**config.mk**
```make
export PLATFORM = sky130hd
export DESIGN_NAME = cam_config
export DESIGN_NICKNAME = d
export VERILOG_FILES = /design/src/cam_config.v
export VERILOG_INCLUDE_DIRS = /design/src
export SDC_FILE = /design/constraint.sdc
export NUM_CORES = 1
export LEC_CHECK = 0
export ABC_AREA = 1
export BUFFER_PORTS_ARGS = -buffer_cell sky130_fd_sc_hd__buf_2
export CAP_MARGIN = 20
export CORE_ASPECT_RATIO = 0.9
export CORE_MARGIN = 1.5
export CORE_UTILIZATION = 25
export CTS_CLUSTER_SIZE = 30
export DETAILED_ROUTE_END_ITERATION = 10
export PLACE_DENSITY = 0.42
export SLEW_MARGIN = 15
export SYNTH_ARGS = -nofsm -noshare
export SYNTH_HDL_FRONTEND = slang
export SYNTH_SLANG_ARGS = --single-unit
```
**constraint.sdc**
```tcl
create_clock -name clk -period 2.4 [get_ports clk]
set_clock_uncertainty 0.2 [all_clocks]
set_input_delay 0.72 -clock clk [delete_from_list [all_inputs] [get_ports clk]]
set_output_delay 0.72 -clock clk [all_outputs]
set_load 0.005 [all_outputs]
```
**src/cam_regs.vh**
```
/*
 * Register map, field positions, reset values and timebase counts for the
 * counter array mode and configuration block.
 * Assumes an 8-bit special function register bus with byte addresses.
 */
`ifndef CAM_REGS_VH
`define CAM_REGS_VH

// register addresses
`define CAM_ADDR_MODE      8'hD9
`define CAM_ADDR_PWM_CFG   8'hF7
// module compare low/high addresses for modules 0..2
`define CAM_ADDR_LOW0      8'hFB
`define CAM_ADDR_HIGH0     8'hFC
`define CAM_ADDR_LOW1      8'hE9
`define CAM_ADDR_HIGH1     8'hEA
`define CAM_ADDR_LOW2      8'hEB
`define CAM_ADDR_HIGH2     8'hEC

// mode register fields
`define CAM_MODE_IDLE_BIT  7
`define CAM_MODE_WDE_BIT   6
`define CAM_MODE_LOCK_BIT  5
`define CAM_MODE_TB_HI     3
`define CAM_MODE_TB_LO     1
`define CAM_MODE_OVIE_BIT  0
`define CAM_MODE_RESET     8'h40

// pwm configuration fields
`define CAM_PWM_BANK_BIT   7
`define CAM_PWM_WMASK      8'hEF
`define CAM_PWM_RESET      8'h00

// timebase codes
`define CAM_TB_DIV12       3'h0
`define CAM_TB_DIV4        3'h1
`define CAM_TB_T0OVF       3'h2
`define CAM_TB_CNTPIN      3'h3
`define CAM_TB_SYSCLK      3'h4
`define CAM_TB_EXTDIV8     3'h5

// prescale terminal counts
`define CAM_DIV12_LAST     4'hB
`define CAM_DIV4_LAST      2'h3
`define CAM_EXT_DIV_LAST   3'h7

`endif

```
**src/cam_config.v**
```verilog
/*
 * Counter array mode and configuration: mode register with watchdog
 * enable, lock and write protection, timebase selection, idle suspend,
 * 16-bit counter with overflow flag and interrupt request, and the
 * capture/compare versus auto-reload bank steering at module addresses.
 * Assumes a single-cycle special function register bus on clk, a run
 * control and flag clear from the neighbouring control register, and
 * asynchronous counter and external clock pins.
 */
// Behaviour
// RQ1 - idle bit 0: count normally during idle
// RQ2 - idle bit 1: suspend everything during idle
// RQ3 - watchdog enable hands module 2 to watchdog
// RQ4 - lock forces watchdog enable until reset
// RQ5 - timebase: div12, div4, timer0, sysclk; 11x reserved
// RQ6 - code 011 counts counter-input falling edges
// RQ7 - code 101 counts synced external clock div8
// RQ8 - overflow interrupt request gated by enable bit
// RQ9 - watchdog enabled blocks other mode bit writes
// RQ10 - mode bit 4 reads zero, ignores writes
// RQ11 - bank select steers module high/low accesses
// RQ12 - reload registers feed 9..16-bit PWM reload
// RQ13 - reload registers inert in other modes
// RQ14 - overflow flag set on wrap, software clears
// RQ15 - reserved timebase codes give no counts
`include "cam_regs.vh"
`default_nettype none

module cam_config #(
   parameter MODULES = 3                        // capture/compare modules
) (
   // clock and reset
   input  wire                   clk,
   input  wire                   rst_n,
   // register bus
   input  wire [7:0]             sfr_addr,
   input  wire [7:0]             sfr_wdata,
   input  wire                   sfr_wr,
   input  wire                   sfr_rd,
   output reg  [7:0]             sfr_rdata,
   // system status and neighbouring control
   input  wire                   cpu_idle,
   input  wire                   counter_run,
   input  wire                   overflow_flag_clear,
   input  wire                   timer0_overflow,
   input  wire [MODULES-1:0]     pwm_wide_mode,
   // pins
   input  wire                   external_count_input,
   input  wire                   external_clock,
   // counter and module outputs
   output reg  [15:0]            counter_value,
   output reg                    counter_overflow_flag,
   output wire                   counter_irq,
   output wire                   watchdog_active,
   output wire                   suspended,
   output wire [16*MODULES-1:0]  compare_value,
   output reg  [16*MODULES-1:0]  reload_value
);

   // mode register fields
   reg                 idle_suspend;             // suspend during idle
   reg                 watchdog_enable;          // module 2 as watchdog
   reg                 watchdog_lock;            // sticky until reset
   reg  [2:0]          timebase_select;          // counter clock source
   reg                 overflow_irq_enable;      // overflow irq mask
   // pwm configuration register, bit 4 never stored
   reg  [7:0]          pwm_config_reg;
   // module storage, addressed by module index
   reg  [7:0]          cc_low   [0:MODULES-1];   // capture/compare low
   reg  [7:0]          cc_high  [0:MODULES-1];   // capture/compare high
   reg  [7:0]          ar_low   [0:MODULES-1];   // auto-reload low
   reg  [7:0]          ar_high  [0:MODULES-1];   // auto-reload high
   // synchronisers
   reg  [2:0]          cnt_in_sync;              // counter input pin
   reg  [2:0]          ext_sync;                 // external clock pin
   // prescalers
   reg  [3:0]          div12_cnt;
   reg  [1:0]          div4_cnt;
   reg  [2:0]          ext_div_cnt;
   // combinational
   reg                 tick;                     // selected count pulse
   reg  [7:0]          mode_read;                // assembled mode byte
   reg  [7:0]          next_rdata;
   wire                reload_bank;              // bank select bit
   wire                mode_wr;
   wire                pwm_wr;
   wire                count_en;
   wire                cnt_in_fall;
   wire                ext_rise;
   wire [3:0]          mod_dec;                  // {hit, high, index}
   wire [1:0]          mod_idx;
   integer             i;                        // storage reset loop
   integer             j;                        // reload output loop

   // decode a module low/high address into {hit, high byte, index}
   function [3:0] mod_decode;
      input [7:0] a;
      begin
         case (a)
            `CAM_ADDR_LOW0:  mod_decode = 4'h8;
            `CAM_ADDR_HIGH0: mod_decode = 4'hC;
            `CAM_ADDR_LOW1:  mod_decode = 4'h9;
            `CAM_ADDR_HIGH1: mod_decode = 4'hD;
            `CAM_ADDR_LOW2:  mod_decode = 4'hA;
            `CAM_ADDR_HIGH2: mod_decode = 4'hE;
            default:         mod_decode = 4'h0;
         endcase
      end
   endfunction

   assign mod_dec     = mod_decode(sfr_addr);
   assign mod_idx     = mod_dec[1:0];
   assign mode_wr     = sfr_wr && (sfr_addr == `CAM_ADDR_MODE);
   assign pwm_wr      = sfr_wr && (sfr_addr == `CAM_ADDR_PWM_CFG);
   assign reload_bank = pwm_config_reg[`CAM_PWM_BANK_BIT];

   // mode register; watchdog enable blocks all fields but enable and lock
   always @(posedge clk or negedge rst_n) begin
      if (!rst_n) begin
         idle_suspend        <= 1'b0;
         watchdog_enable     <= 1'b1;
         watchdog_lock       <= 1'b0;
         timebase_select     <= 3'h0;
         overflow_irq_enable <= 1'b0;
      end else if (mode_wr) begin
         // lock only sets; once set, enable stays high
         watchdog_lock   <= watchdog_lock | sfr_wdata[`CAM_MODE_LOCK_BIT];     // RQ4
         watchdog_enable <= watchdog_lock | sfr_wdata[`CAM_MODE_LOCK_BIT]
                            | sfr_wdata[`CAM_MODE_WDE_BIT];                    // RQ4
         // other fields only move while watchdog is off
         if (!watchdog_active) begin                                          // RQ9
            idle_suspend        <= sfr_wdata[`CAM_MODE_IDLE_BIT];
            timebase_select     <= sfr_wdata[`CAM_MODE_TB_HI:`CAM_MODE_TB_LO];
            overflow_irq_enable <= sfr_wdata[`CAM_MODE_OVIE_BIT];
         end
      end
   end

   // watchdog handed module 2 while enabled or locked
   assign watchdog_active = watchdog_enable | watchdog_lock;                 // RQ3

   // pwm configuration register, unused bit 4 masked
   always @(posedge clk or negedge rst_n) begin
      if (!rst_n) begin
         pwm_config_reg <= `CAM_PWM_RESET;
      end else if (pwm_wr) begin
         pwm_config_reg <= sfr_wdata & `CAM_PWM_WMASK;                        // RQ10
      end
   end

   // module registers; bank select picks compare or reload storage
   always @(posedge clk or negedge rst_n) begin
      if (!rst_n) begin
         for (i = 0; i < MODULES; i = i + 1) begin
            cc_low[i]  <= 8'h00;
            cc_high[i] <= 8'h00;
            ar_low[i]  <= 8'h00;
            ar_high[i] <= 8'h00;
         end
      end else if (sfr_wr && mod_dec[3]) begin
         case ({reload_bank, mod_dec[2]})
            2'b00:   cc_low[mod_idx]  <= sfr_wdata;                           // RQ11
            2'b01:   cc_high[mod_idx] <= sfr_wdata;                           // RQ11
            2'b10:   ar_low[mod_idx]  <= sfr_wdata;                           // RQ11
            default: ar_high[mod_idx] <= sfr_wdata;                           // RQ11
         endcase
      end
   end

   // compare values straight from storage
   genvar g;
   generate
      for (g = 0; g < MODULES; g = g + 1) begin : g_cmp
         assign compare_value[16*g+15:16*g] = {cc_high[g], cc_low[g]};
      end
   endgenerate

   // reload values reach only modules in 9..16-bit pwm, else zero
   always @(posedge clk or negedge rst_n) begin
      if (!rst_n) begin
         reload_value <= {16*MODULES{1'b0}};
      end else begin
         for (j = 0; j < MODULES; j = j + 1) begin
            if (pwm_wide_mode[j]) begin
               reload_value[16*j +: 16] <= {ar_high[j], ar_low[j]};           // RQ12
            end else begin
               reload_value[16*j +: 16] <= 16'h0000;                          // RQ13
            end
         end
      end
   end

   // pin synchronisers; stage 0 is read only by stage 1
   always @(posedge clk or negedge rst_n) begin
      if (!rst_n) begin
         cnt_in_sync <= 3'h7;
         ext_sync    <= 3'h0;
      end else begin
         cnt_in_sync <= {cnt_in_sync[1:0], external_count_input};
         ext_sync <= {ext_sync[1:0], external_clock};
      end
   end

   // edge detection on synchronised stages
   assign cnt_in_fall = cnt_in_sync[2] & ~cnt_in_sync[1];                    // RQ6
   assign ext_rise = ~ext_sync[2] & ext_sync[1];                             // RQ7

   // counting is suspended while idle when idle_suspend is set
   assign suspended = idle_suspend & cpu_idle;                               // RQ2
   assign count_en  = counter_run & ~suspended & tick;                       // RQ1

   // prescalers freeze with the rest of the array when suspended
   always @(posedge clk or negedge rst_n) begin
      if (!rst_n) begin
         div12_cnt   <= 4'h0;
         div4_cnt    <= 2'h0;
         ext_div_cnt <= 3'h0;
      end else if (!suspended) begin                                          // RQ2
         if (div12_cnt == `CAM_DIV12_LAST) begin
            div12_cnt <= 4'h0;
         end else begin
            div12_cnt <= div12_cnt + 4'h1;
         end
         div4_cnt <= div4_cnt + 2'h1;
         if (ext_rise) begin
            ext_div_cnt <= ext_div_cnt + 3'h1;                                // RQ7
         end
      end
   end

   // timebase multiplexer; reserved codes give no pulses
   always @* begin
      case (timebase_select)
         `CAM_TB_DIV12:   tick = (div12_cnt == `CAM_DIV12_LAST);              // RQ5
         `CAM_TB_DIV4:    tick = (div4_cnt == `CAM_DIV4_LAST);                // RQ5
         `CAM_TB_T0OVF:   tick = timer0_overflow;                             // RQ5
         `CAM_TB_CNTPIN:  tick = cnt_in_fall;                                 // RQ6
         `CAM_TB_SYSCLK:  tick = 1'b1;                                        // RQ5
         `CAM_TB_EXTDIV8: tick = ext_rise && (ext_div_cnt == `CAM_EXT_DIV_LAST); // RQ7
         default:         tick = 1'b0;                                        // RQ15
      endcase
   end

   // 16-bit counter and overflow flag; a set beats a clear
   always @(posedge clk or negedge rst_n) begin
      if (!rst_n) begin
         counter_value         <= 16'h0000;
         counter_overflow_flag <= 1'b0;
      end else begin
         if (count_en) begin
            counter_value <= counter_value + 16'h0001;
         end
         if (count_en && (counter_value == 16'hFFFF)) begin
            counter_overflow_flag <= 1'b1;                                    // RQ14
         end else if (overflow_flag_clear) begin
            counter_overflow_flag <= 1'b0;                                    // RQ14
         end
      end
   end

   // interrupt request masked by the enable bit
   assign counter_irq = counter_overflow_flag & overflow_irq_enable;         // RQ8

   // mode byte as read; bit 4 reads zero
   always @* begin
      mode_read = 8'h00;                                                     // RQ10
      mode_read[`CAM_MODE_IDLE_BIT]                = idle_suspend;
      mode_read[`CAM_MODE_WDE_BIT]                 = watchdog_active;
      mode_read[`CAM_MODE_LOCK_BIT]                = watchdog_lock;
      mode_read[`CAM_MODE_TB_HI:`CAM_MODE_TB_LO]   = timebase_select;
      mode_read[`CAM_MODE_OVIE_BIT]                = overflow_irq_enable;
   end

   // read multiplexer; unmapped addresses return zero
   always @* begin
      next_rdata = 8'h00;
      if (sfr_addr == `CAM_ADDR_MODE) begin
         next_rdata = mode_read;
      end else if (sfr_addr == `CAM_ADDR_PWM_CFG) begin
         next_rdata = pwm_config_reg;
      end else if (mod_dec[3]) begin
         case ({reload_bank, mod_dec[2]})
            2'b00:   next_rdata = cc_low[mod_idx];                            // RQ11
            2'b01:   next_rdata = cc_high[mod_idx];                           // RQ11
            2'b10:   next_rdata = ar_low[mod_idx];                            // RQ11
            default: next_rdata = ar_high[mod_idx];                           // RQ11
         endcase
      end
   end

   // read data registered one cycle after the strobe, held otherwise
   always @(posedge clk or negedge rst_n) begin
      if (!rst_n) begin
         sfr_rdata <= 8'h00;
      end else if (sfr_rd) begin
         sfr_rdata <= next_rdata;
      end
   end

endmodule // cam_config

`default_nettype wire

```
[After elaboration in Yosys (flattened, before gate mapping)]
Cells that the tools add are included.
Storage, ports and cells
  register bits after elaboration: 198
  input bits: 29
  output and inout port bits: 124
  logic and storage cells: 113
Cells by class
  add/sub/neg operators: 4
  magnitude comparators: 2
  equality and inequality tests: 19
  multiplexer cells: 30
  bitwise logic cells: 15
  reduce and logical (&&, ||, !) cells: 16
Operators with widths (count)
  $bwmux 24: 4
  $mux 8: 12
  $bmux 8 s2: 4
  $eq 8x8->1 const B: 8
  $mux 16: 3
  $pmux 4 s6: 1
  $pmux 8 s3: 1
  $add 16x1->16 const B: 1
  $demux 8 s2: 1
  $eq 16x16->1 const B: 1
  $reduce_and 2->1: 6
  $eq 3x3->1 const B: 3
  $and 1x1->1: 6
  $eq 3x2->1 const B: 2
  $logic_and 1x1->1: 6
  $pmux 1 s6: 1
  $not 1->1: 5
  $add 4x1->4 const B: 1
  $eq 2x2->1 const B: 2
  $eq 4x4->1 const B: 1
  $mux 4: 1
  $add 3x1->3 const B: 1
  $eq 3x1->1 const B: 1
  $ge 3x3->1 const B: 1
  10 further kinds: 13

[Longest topological paths before layout]
  depth after elaboration: 10
  depth in mapped cells: 16
  mapped depth without buffers: 14

[Worst setup path after synthesis]
No wires, ideal clock.
  path kind: input-to-reg
  from: in sfr_addr[3]
  to: reg ar_low[20] in the netlist's numbering
  arrival: 1897 ps
  required time: 2068 ps
  path slack: 171 ps
  stages: 12
  path through: inv_1 > nor2_2 > nand2_1 > nand2_2 > nand2_2 > nand2_2 > nand2_2 > nor3_4 > nand2_2 > buf_2 > nand2_1 > o21ai_1
Between the ends
  longest elaborated chain between the ends: 8
  elaborated cells on any way between the ends: 17
Ends and longest elaborated chain
  start, declared: RTL line cam_config.v:36  | input wire [7:0] sfr_addr,
  $eq 8x8->1: RTL line cam_config.v:99  | case (a)
  $pmux 4 s6 (*): RTL line cam_config.v:99
  $not 2->3 (not written as such): RTL line cam_config.v:164  | 2'b10: ar_low[mod_idx] <= sfr_wdata;
  $ge 3x3->1 (not written as such) / $lt 3x1->1 (equally long branches): RTL line cam_config.v:164
  $logic_and 1x1->1 (not written as such): RTL line cam_config.v:164
  $mux 8 (not written as such): RTL line cam_config.v:164
  $demux 8 s2: RTL line cam_config.v:164
  $bwmux 24: RTL line cam_config.v:164
  end signal, assigned by index: RTL line cam_config.v:164
  end, declared: RTL line cam_config.v:71  | reg [7:0] ar_low [0:MODULES-1];
Every way passes the cells marked *; elsewhere a longest branch is shown, timed or not.
A chain may end at the register's enable or synchronous reset.

[Worst setup path after layout]
  from: in sfr_addr[6]
  to: reg cc_low, in the netlist compare_value[6]
Between the ends
  longest elaborated chain between the ends: 8
  elaborated cells on any way between the ends: 17
Ends and longest elaborated chain
  $eq 8x8->1: RTL line cam_config.v:99
  $pmux 4 s6 (*): RTL line cam_config.v:99
  $not 2->3 (not written as such): RTL line cam_config.v:162  | 2'b00: cc_low[mod_idx] <= sfr_wdata;
  $ge 3x3->1 (not written as such) / $lt 3x1->1 (equally long branches): RTL line cam_config.v:162
  $logic_and 1x1->1 (not written as such): RTL line cam_config.v:162
  $mux 8 (not written as such): RTL line cam_config.v:162
  $demux 8 s2: RTL line cam_config.v:162
  $bwmux 24: RTL line cam_config.v:162
  end signal, assigned by index: RTL line cam_config.v:162
  end, declared: RTL line cam_config.v:69  | reg [7:0] cc_low [0:MODULES-1];
Marks and branches as above.

==> flow_summary.yaml <==
route:
  drc: 0
  routed_via_density: 4.31
  routed_wl_mm: 28.7
  first_iter_violations: 477
  dr.pass1.iters: 7
  wl_per_cell_microns: 16.7
  drtAntennaViolNets: 0
  vias: 7410
floorplan:
  core_area_sq_um: 35000
  start_util_pct: 25.3
  fp-row-count: 65
  die_h_microns: 181
  chipWidth_microns: 201
  die_area_sq_um: 36500
  io_pins: 153
power_and_ir_drop:
  p_seq_share_pct: 50.8
  combPwrFrac_pct: 11.6
  power_leakage_nw: 6.00
  switchingPower_mw: 2.00
  internal_power_mw: 5.21
  clockPowerShare_pct: 37.6
  netSwitchingFraction_pct: 27.7
  finalPower_mw: 7.21
  p_per_area_nw_per_um2: 652
  peakVddDrop_mv: 0.415
clocking:
  clk_root_buffer_cell: "clkbuf_16"
  numCtsBuffers: 17
  clock_path_buffers: 2
  cts_tree: "yes"
  clkLatencyLatePin_ns: 0.45
  cts_sinks: 198
  htree_num_levels: 4
  clk_pin_slew_ns: 0.07
yosys:
  synth_most_common_cell: "nand2_1"
  ys_warn_count: 0
  synth_area_sq_um: 8830
  yosysTopAreaCellShare_pct: 54.9
  syn_inst: 1046
  async_flop_share_pct: 100
  synthTopCellsByArea: "dfrtp_1 (55%), nand2_1 (15%), inv_1 (5.1%)"
  syn_nets: 1080
  ys_seq_area_share_pct: 56.1
  synth_top_area_cell: "dfrtp_1"
  synth_common_cells: "nand2_1 (344), dfrtp_1 (194), inv_1 (121)"
  synthFlopType: "dfrtp_1"
  avgSynthCellArea_sq_um: 8.45
  synth-edff-count: 0
  ys_ff_latch: 198
  synth_cell_type_count: 35
timing:
  relSlewSlack_pct: 60.6
  worstMarginPinSlew_ns: 0.591
  fin_tns_setup_ns: 0
  fmax_ghz: 0.430
  finalCriticalPeriod_ns: 2.32
  fin_ws_ns: 0.0769
  min_period_over_period_pct: 96.8
  setup_viol: 0
  rsz0062_at_grt: "true"
  hold_viol: 0
  slew_violations: 0
setup_path:
  end_kind: "flop"
  path_delay_family: "simple AND/OR/NAND/NOR gates"
  path_buf_inv: 4
  critPathRequiredTime_ns: 2.56
  crit_arrival_ns: 2.48
  worstSetupPathType: "input port to flop"
  worst_path_max_delay_cell: "nor3_4"
  crit_path_start_kind: "input port"
  max_stage_delay_ns: 0.34
  crit_chain: "buf_2 > nand2_1 > nor3_4 > nand2_2 > nand2_4 > buf_4 > inv_2 > buf_4 > nand2_2 > nand2_1 > o21ai_1"
  worstPathMaxFanout: 16
  reg2reg_depth: 11
  path_depth: 11
layout:
  fin_nets: 1271
  area_growth_pct: 25.1
  drive_gt1_share_pct: 23.0
  antenna_cells: 0
  fillers: 3815
  fin_area_sq_um: 11100
  fin_util_pct: 31.6
grt:
  grt_usage_pct: 16.1
  antenna_found_initial: 0
  grt_first_pass_wirelength_mm: 44.4
  grt_overflow_total: 0
  grt_pass1_vias: 7248
  grt_max_degree: 59
hold_path:
  holdPathStages: 0
  worstHoldPathType: "flop to flop"
placed_design:
  post_dp_cell_area_sq_um: 10500
  dp_hpwl_mm: 21.3
  dp_slack_ns: -0.310
  place_congestion: 0.829
  io_buffers: 152
run:
  cap_viol_max_count: 0
status:
  status: "complete, no violations"
[worst paths after layout]
path                                                from                           end  slack [ns]
worst max register to register  div12_cnt[0]$_DFFE_PN0N_  counter_value[5]$_DFFE_PN0P_        0.33
worst min register to register  cnt_in_sync[0]$_DFF_PN1_      cnt_in_sync[1]$_DFF_PN1_        0.15
worst max-delay path                         sfr_addr[6]  compare_value[6]$_DFFE_PN0P_        0.08
worst min-delay path            cnt_in_sync[0]$_DFF_PN1_      cnt_in_sync[1]$_DFF_PN1_        0.15
min in group asynchronous                          rst_n    reload_value[34]$_DFF_PN0_        0.52
max in group asynchronous                          rst_n      cnt_in_sync[0]$_DFF_PN1_        0.82
[stage by stage]
| step | hold WS (ns) | cells |
|---|---|---|
| after floorplan | 0.131 | 1046 |
| after global placement | 0.137 | 1684 |
| after detailed placement | 0.149 | 1684 |
| after CTS | 0.154 | 1717 |
| after global routing | 0.158 | 1719 |
| final | 0.151 | 1719 |
[power groups by stage]
stage | clock, mW | combinational, mW | sequential (mW)
final | 2.71 | 0.838 | 3.66
after detailed placement | 0 | 0.854 | 3.73
after CTS | 2.81 | 0.858 | 3.66
after floorplan | 0 | 0.449 | 3.69
after global placement | 0 | 0.840 | 3.72
after global routing | 2.95 | 0.973 | 3.69
[routing by layer]
metal  wire [microns]  GRT usage [%]  up-vias
met2            13100           25.2      155
met1            14000           22.8     3547
met3             1210           3.10       25
li1                 -              -     3683
met4              375           4.03        0
met5                0              0        -
[layout by cell type (no fill, tap or decap), types with 3 or more instances in the layout]
cell,instances
o21ai_1,82
ha_1,5
inv_6,4
clkinv_4,3
buf_2,151
nand2_4,3
nand3_1,64
dfstp_2,4
xnor2_1,12
buf_4,58
nor4_1,3
nand2_2,16
a21oi_1,11
nor2_1,34
buf_12,5
nand2_1,344
or2_2,6
inv_2,3
inv_1,121
nand3b_1,7
nand4_1,10
dfrtp_1,194
clkinv_2,5
clkbuf_16,17
nor3_4,3
o21ai_0,61
xor2_1,4
[cell type report]
class	instances	area, sq um	area share, %
Clock buffer	19	443	4.01
Clock inverter	13	96.3	0.872
Timing Repair Buffer	216	1320	11.9
Multi-Input combinational cell	678	3180	28.7
Sequential cell	198	4960	44.9
Tap cell	469	587	5.31
Inverter	126	474	4.29
[cell families (layout without fill, tap and decap cells)]
| kind of cell | Yosys count | count (layout) | synth area share [%] |
|---|---|---|---|
| xor gates and xnor gates | 16 | 16 | 1.59 |
| AOI/OAI and AO/OA | 158 | 158 | 9.06 |
| buffers and inverters | 170 | 374 | 7.96 |
| DFF | 198 | 198 | 56.1 |
| and+or+nand+nor | 497 | 497 | 24.3 |
| adders and majority gates | 5 | 5 | 0.708 |
| muxes | 2 | 2 | 0.255 |
[repair_timing]
item,in CTS,in global routing
endpoints found under the hold margin,16,0
hold buffers,1,0
buffers inserted,0,2
endpoints found under the setup margin,0,2
resized for setup,0,3
Power figures use the tool's default switching activity.
